### config.mk
export PLATFORM = sky130hd
export DESIGN_NAME = sspi_device_flat
export DESIGN_NICKNAME = d
export VERILOG_FILES = /design/src/design/sspi_pkg.sv /design/src/design/sspi_if.sv /design/src/design/sspi_device.sv /design/src/flat_wrapper.sv
export SDC_FILE = /design/constraint.sdc
export NUM_CORES = 1
export LEC_CHECK = 0
export BUFFER_PORTS_ARGS = -buffer_cell sky130_fd_sc_hd__buf_2
export CORE_MARGIN = 2
export CORE_UTILIZATION = 50
export CTS_BUF_LIST = sky130_fd_sc_hd__clkbuf_4 sky130_fd_sc_hd__clkbuf_8 sky130_fd_sc_hd__clkbuf_16
export DETAILED_ROUTE_END_ITERATION = 10
export HOLD_SLACK_MARGIN = 0.15
export PLACE_DENSITY_LB_ADDON = 0.25
export SYNTH_ARGS = -nofsm -noshare
export SYNTH_HDL_FRONTEND = slang
export SYNTH_SLANG_ARGS = --single-unit
### constraint.sdc
create_clock -name clk -period 2.2 [get_ports clk]
set_input_delay 0.22 -clock clk [delete_from_list [all_inputs] [get_ports clk]]
set_output_delay 0.22 -clock clk [all_outputs]
set_load 0.02 [all_outputs]
### src/design/sspi_pkg.sv
// Package of constants shared by both ends of the switch serial port
package sspi_pkg;
  localparam int unsigned WORD_BITS    = 8;
  localparam int unsigned CNT_W        = 3;
  localparam logic [7:0]  STATUS_RST   = 8'h00;
  localparam logic [7:0]  WORD_RST     = 8'h00;
  localparam logic [2:0]  CNT_RST      = 3'h0;
  // Command field positions
  localparam int unsigned WD_BIT       = 7;
  localparam int unsigned ADDR_HI      = 6;
  localparam int unsigned ADDR_LO      = 4;
  localparam int unsigned CFG_HI       = 3;
  localparam int unsigned CFG_LO       = 0;
  // Host serial clock divider: half period in system clocks
  // Eight clocks per half period: the device's two-flop synchroniser and
  // registered output, plus the host's own synchroniser on the return line,
  // take five clocks, so the bit must settle well before the host samples
  localparam int unsigned SCK_HALF     = 8;
  localparam logic [3:0]  DIV_RST      = 4'h0;
  localparam logic [3:0]  DIV_LAST     = 4'(SCK_HALF - 1);
  // Host idle clocks with select low before and after the clock edges, and with select high after a frame
  localparam logic [3:0]  GAP_LAST     = 4'h3;
endpackage

### src/design/sspi_if.sv
// Interface joining the switch serial port to its host
`timescale 1ns/1ps
interface sspi_if;
  logic sck;
  logic csN;
  logic mosi;
  logic misoO;
  logic misoOe;
  modport dev (
    input  sck,
    input  csN,
    input  mosi,
    output misoO,
    output misoOe
  );
  modport host (
    output sck,
    output csN,
    output mosi,
    input  misoO,
    input  misoOe
  );
endinterface

### src/design/sspi_device.sv
// Device end: serial slave port of the dual high-side switch
`timescale 1ns/1ps
module sspi_device (
  // Clock and reset
  input  wire logic       clk,
  input  wire logic       rst_n,
  // Link to the host
  sspi_if.dev             link,
  // Status word presented for the first output word
  input  wire logic [7:0] statusIn,
  // Latched command
  output logic            cmdValid,
  output logic            cmdWd,
  output logic [3:0]      cmdAddr,
  output logic [2:0]      cmdReg,
  output logic [3:0]      cmdCfg
);
  typedef struct packed {
    logic [1:0] sckSy;
    logic [1:0] csSy;
    logic [1:0] siSy;
    logic       sckQ;
    logic       csQ;
    logic [7:0] shift;
    logic [2:0] cnt;
    logic       aligned;
    logic       selected;
    logic       outBit;
    logic       valid;
    logic [7:0] cmd;
  } sspi_dev_s;

  sspi_dev_s st_r;
  sspi_dev_s st_nxt;

  logic sck;
  logic cs;
  logic si;
  assign sck = st_r.sckSy[1];
  assign cs  = st_r.csSy[1];
  assign si  = st_r.siSy[1];

  // Next state; pins are synchronised before use since the link is slow
  always_comb begin
    st_nxt       = st_r;
    st_nxt.valid = 1'b0;
    st_nxt.sckSy = {st_r.sckSy[0], link.sck};
    st_nxt.csSy  = {st_r.csSy[0], link.csN};
    st_nxt.siSy  = {st_r.siSy[0], link.mosi};
    st_nxt.sckQ  = sck;
    st_nxt.csQ   = cs;
    if (cs) begin
      // Deselected: clock and input ignored
      st_nxt.cnt      = sspi_pkg::CNT_RST;
      st_nxt.selected = 1'b0;
      if (!st_r.csQ && st_r.aligned) begin
        // Select rise with whole words only
        st_nxt.valid = 1'b1;
        st_nxt.cmd   = st_r.shift;
      end
      st_nxt.aligned = 1'b0;
    end else if (st_r.csQ) begin
      // Select fall: status into the shifter, first bit out
      st_nxt.shift    = statusIn;
      st_nxt.outBit   = statusIn[7];
      st_nxt.selected = 1'b1;
    end else begin
      if (!sck && st_r.sckQ) begin
        // Falling edge: capture input, MSB first
        st_nxt.shift   = {st_r.shift[6:0], si};
        st_nxt.cnt     = st_r.cnt + 3'h1;
        st_nxt.aligned = (st_r.cnt == 3'h7);
      end
      if (sck && !st_r.sckQ && st_r.aligned | (st_r.cnt != 3'h0)) begin
        // Rising edge after first: present next bit
        st_nxt.outBit = st_r.shift[7];
      end
    end
  end

  // State register
  always_ff @(posedge clk or negedge rst_n) begin
    if (!rst_n) begin
      st_r <= '{sckSy: 2'h0, csSy: 2'h3, siSy: 2'h0, sckQ: 1'b0,
                csQ: 1'b1, shift: sspi_pkg::WORD_RST,
                cnt: sspi_pkg::CNT_RST, aligned: 1'b0,
                selected: 1'b0, outBit: 1'b0, valid: 1'b0,
                cmd: sspi_pkg::WORD_RST};
    end else begin
      st_r <= st_nxt;
    end
  end

  // Output drive and command fields
  assign link.misoO  = st_r.selected ? st_r.outBit : 1'b0;
  assign link.misoOe = st_r.selected;
  assign cmdValid = st_r.valid;
  assign cmdWd    = st_r.cmd[sspi_pkg::WD_BIT];
  assign cmdAddr  = st_r.cmd[7:4];
  assign cmdReg   = st_r.cmd[sspi_pkg::ADDR_HI:sspi_pkg::ADDR_LO];
  assign cmdCfg   = st_r.cmd[sspi_pkg::CFG_HI:sspi_pkg::CFG_LO];
endmodule

### src/flat_wrapper.sv
// flat-port wrapper written by rule: the top's interface ports become plain ports
module sspi_device_flat 
  (clk, rst_n, statusIn, cmdValid, cmdWd, cmdAddr, cmdReg, cmdCfg, link_sck, link_csN, link_mosi, link_misoO, link_misoOe);
  sspi_if link_i ();
  input  wire logic clk;
  input  wire logic rst_n;
  input  wire logic [7:0] statusIn;
  output logic cmdValid;
  output logic cmdWd;
  output logic [3:0] cmdAddr;
  output logic [2:0] cmdReg;
  output logic [3:0] cmdCfg;
  input wire logic [$bits(link_i.sck)-1:0] link_sck;
  input wire logic [$bits(link_i.csN)-1:0] link_csN;
  input wire logic [$bits(link_i.mosi)-1:0] link_mosi;
  output wire logic [$bits(link_i.misoO)-1:0] link_misoO;
  output wire logic [$bits(link_i.misoOe)-1:0] link_misoOe;
  assign link_i.sck = link_sck;
  assign link_i.csN = link_csN;
  assign link_i.mosi = link_mosi;
  assign link_misoO = link_i.misoO;
  assign link_misoOe = link_i.misoOe;
  sspi_device u_core (.clk(clk), .rst_n(rst_n), .link(link_i), .statusIn(statusIn), .cmdValid(cmdValid), .cmdWd(cmdWd), .cmdAddr(cmdAddr), .cmdReg(cmdReg), .cmdCfg(cmdCfg));
endmodule
==> flow_metrics.env <==
export IMPL_comb_power_share_pct=8.4
export IMPL_core_region_area_um2=2520
export IMPL_p_total_uw=1120
export IMPL_final_layout_size_suffix_gt1_share_pct=29.7
export IMPL_timing_critical_path_required_ns=2.41
export IMPL_core_rowCount=18
export IMPL_synth_fp_nets=139
export IMPL_worstPathMaxFanout=14
export IMPL_end_kind="register"
export IMPL_fin_hold_ws_ns=0.207
export IMPL_whs_endpoint="u_core.st_r[18]"
export IMPL_tightestPinTransition_ns=0.670
export IMPL_ys_types=22
export IMPL_netSwitchingFraction_pct=23.2
export IMPL_timing_setup_critical_path_class="reg2reg"
export IMPL_weighted_congestion_reported_at_the_end_of_routability_driven_placement=0.699
export IMPL_grt_max_degree=32
export IMPL_r2r_setup_slack_ns=0.70
export IMPL_run_status="complete, no violations"
export IMPL_sequentialPowerShare_pct=58.0
export IMPL_postSynthCellCount=123
export IMPL_postCtsSetupBuffers=0
export IMPL_tritoncts_num_buffers=5
export IMPL_design_final_nets=163
export IMPL_drt_pre_antenna_iters=4
export IMPL_netlist_top_cells_area="sky130_fd_sc_hd__dfrtp_1 (52%), sky130_fd_sc_hd__nand2_1 (8.4%), sky130_fd_sc_hd__mux2i_1 (8.2%), sky130_fd_sc_hd__buf_4 (6.1%), sky130_fd_sc_hd__dfstp_2 (5.8%)"
export IMPL_antenna_cells_inserted=0
export IMPL_final_setup_tns_ns=0
export IMPL_holdCritStartpoint="statusIn[3]"
export IMPL_timing_final_max_slew_violations=0
export IMPL_max_freq_mhz=667
export IMPL_tritoncts="done"
export IMPL_die_y_um=55.9
export IMPL_synth_area_um2=1350
export IMPL_avgViaCountPerCell=4.84
export IMPL_buffer_ports_inserted=27
export IMPL_overflow=0
export IMPL_max_cap_violations=0
export IMPL_initial_core_util_pct=53.4
export IMPL_holdBufCountCts=4
export IMPL_grt_setup_unrepaired="no"
export IMPL_syn_area_per_cell_um2=11.0
export IMPL_area_growth_synth_to_final_pct=13.5
export IMPL_slew_headroom_pct=55.4
export IMPL_cts_root_buffer="sky130_fd_sc_hd__clkbuf_4"
export IMPL_top_level_ports=28
export IMPL_finalCritPeriodShare_pct=68.1
export IMPL_synth_sequential_area_ratio_pct=57.8
export IMPL_cts_sinks=31
export IMPL_hold_viol_final=0
export IMPL_clock_tree_htree_level_count=2
export IMPL_cellPowerDensity_nw_per_um2=730
export IMPL_antenna_violations_before_repair=0
export IMPL_power_switching_uw=259
export IMPL_worstReg2RegEnd="u_core.cmdAddr[3]"
export IMPL_grt_pass1_vias=816
export IMPL_global_route_wire_length_before_repair_um=3700
export IMPL_ff2ff_path_depth=2
export IMPL_die_w_um=55.9
export IMPL_route_detailed_wl_per_inst_um=12.2
export IMPL_final_setup_skew_ns=0.00321
export IMPL_post_synthesis_register_bit_count=31
export IMPL_place_hpwl_um=1540
export IMPL_dpl_worst_slack_ns=0.713
export IMPL_clock_path_buffers=2
export IMPL_yosys_area_top_type_share_pct=52.0
export IMPL_final_antenna_net_count=0
export IMPL_timing_final_ws_setup_ns=0.702
export IMPL_synthesis_yosys_warnings=0
export IMPL_wl_um=2170
export IMPL_leakage_power_uw=0.000839
export IMPL_clk_insertion_delay_late_ns=0.32
export IMPL_post_route_util_pct=60.6
export IMPL_netlist_top_cell_by_area="sky130_fd_sc_hd__dfrtp_1"
export IMPL_all_layer_global_routing_usage_pct=15.6
export IMPL_clk_pin_slew_worst_paths_ns=0.09
export IMPL_drtIter0Drc=3
export IMPL_worst_hold_path_num_cells=3
export IMPL_finalSetupViolations=0
export IMPL_detail_route_drc_violations=0
export IMPL_power_share_clock_pct=33.7
export IMPL_route_vias_total=861
export IMPL_max_vdd_ir_drop_uv=555
export IMPL_element_type_at_the_critical_path_start="register"
export IMPL_die_area_um2=3130
export IMPL_cell_internal_pwr_uw=857
export IMPL_min_period_ns=1.50
export IMPL_signal_arrival_time_at_the_worst_endpoint_ns=1.71
export IMPL_post_cts_resized_instances=0
export IMPL_worstReg2RegStart="u_core.st_r[23]"
export IMPL_holdCritPathClass="in2reg"
[cell usage after synthesis]
cell type,n
sky130_fd_sc_hd__nand2_1,30
sky130_fd_sc_hd__dfrtp_1,28
sky130_fd_sc_hd__buf_4,11
sky130_fd_sc_hd__mux2i_1,11
sky130_fd_sc_hd__nor2_1,10
sky130_fd_sc_hd__o21ai_0,8
sky130_fd_sc_hd__inv_1,4
sky130_fd_sc_hd__dfstp_2,3
sky130_fd_sc_hd__ha_1,3
sky130_fd_sc_hd__a21oi_1,2
sky130_fd_sc_hd__buf_2,2
sky130_fd_sc_hd__and2_1,1
sky130_fd_sc_hd__buf_6,1
sky130_fd_sc_hd__inv_2,1
sky130_fd_sc_hd__mux2_2,1
sky130_fd_sc_hd__nand2b_1,1
sky130_fd_sc_hd__nand3b_4,1
sky130_fd_sc_hd__nor2b_1,1
sky130_fd_sc_hd__nor3b_4,1
sky130_fd_sc_hd__o21ai_2,1
sky130_fd_sc_hd__o221a_2,1
sky130_fd_sc_hd__xnor2_1,1
[kinds of logic after synthesis]
family | Yosys count | synth area share (%)
adder cells (fa/ha/maj) | 3 | 2.79
multiplexers | 12 | 9.01
AO/OA/AOI/OAI | 12 | 5.20
flip-flops | 31 | 57.8
AND/OR/NAND/NOR | 45 | 15.4
XOR/XNOR | 1 | 0.650
buffers and inverters | 19 | 9.10
[through the flow]
stage                     area, um^2  cells
after floorplan                 1350    123
after global placement          1420    166
after detailed placement        1420    166
after CTS                       1530    178
after global routing            1530    178
final                           1530    178
[worst max-delay path by stage]
stage               startpoint                 to  slack [ns]  depth (start not counted)
3_3_place_gp   u_core.st_r[23]  u_core.cmdAddr[3]        0.72                          2
2_1_floorplan        u_core.cs    u_core.st_r[20]        0.93                          5
6_report       u_core.st_r[23]  u_core.cmdAddr[3]        0.70                          2
4_1_cts        u_core.st_r[23]  u_core.cmdAddr[3]        0.70                          2
5_1_grt        u_core.st_r[23]  u_core.cmdAddr[3]        0.63                          2
3_5_place_dp   u_core.st_r[23]  u_core.cmdAddr[3]        0.71                          2
[worst max-delay path, cell delays in order, from the launching register on]
cell and delay, ns:
sky130_fd_sc_hd__dfstp_2 0.78, sky130_fd_sc_hd__nand3b_4 0.27, sky130_fd_sc_hd__mux2_2 0.34
[flip-flops by register name, summed over array words and instances, names as in the netlist]
signal / flops
u_core.cmdAddr: 4
u_core.st_r: 15
u_core.cmdValid: 1
u_core.sck: 1
u_core.si: 1
u_core.st_nxt: 3
u_core.cmdCfg: 4
u_core.link.misoOe: 1
u_core.cs: 1
[metal layers]
layer,share of wire [%],global-route usage (%),vias up
li1,-,-,435
met5,0,0,-
met3,6.5,6.98,5
met1,45,19.9,397
met2,47,23.8,24
met4,1.5,5.10,0
[power by group through the flow]
stage | clock network [uW] | logic, uW | registers [uW]
floorplan | 0 | 62.4 | 645
global placement | 0 | 84.8 | 656
detailed placement | 0 | 89.5 | 658
CTS | 395 | 95.7 | 647
global route | 417 | 105 | 654
finish | 376 | 93.6 | 647
[final cells by class]
| type | count | area (um^2) |
|---|---|---|
| well taps | 30 | 37.5 |
| multi-input cells | 73 | 445 |
| fillers | 225 | 993 |
| clock buffers | 8 | 72.6 |
| flip-flops and latches | 31 | 779 |
| inverters | 5 | 18.8 |
| repair buffers | 31 | 175 |
[cells in the final DEF, fill, tap and decap left out]
cell                            synthesis  layout
sky130_fd_sc_hd__a21oi_1                2       2
sky130_fd_sc_hd__and2_1                 1       1
sky130_fd_sc_hd__buf_2                  2      27
sky130_fd_sc_hd__clkbuf_4               0       6
sky130_fd_sc_hd__clkbuf_8               0       2
sky130_fd_sc_hd__dfrtp_1               28      28
sky130_fd_sc_hd__dfstp_2                3       3
sky130_fd_sc_hd__dlygate4sd3_1          0       4
sky130_fd_sc_hd__ha_1                   3       3
sky130_fd_sc_hd__inv_1                  4       4
sky130_fd_sc_hd__inv_2                  1       1
sky130_fd_sc_hd__mux2_2                 1       1
sky130_fd_sc_hd__mux2i_1               11      11
sky130_fd_sc_hd__nand2_1               30      30
sky130_fd_sc_hd__nand2b_1               1       1
sky130_fd_sc_hd__nand3b_4               1       1
sky130_fd_sc_hd__nor2_1                10      10
sky130_fd_sc_hd__nor2b_1                1       1
sky130_fd_sc_hd__nor3b_4                1       1
sky130_fd_sc_hd__o21ai_0                8       8
sky130_fd_sc_hd__o21ai_2                1       1
sky130_fd_sc_hd__o221a_2                1       1
sky130_fd_sc_hd__xnor2_1                1       1
(Power assumes the default switching activity.)
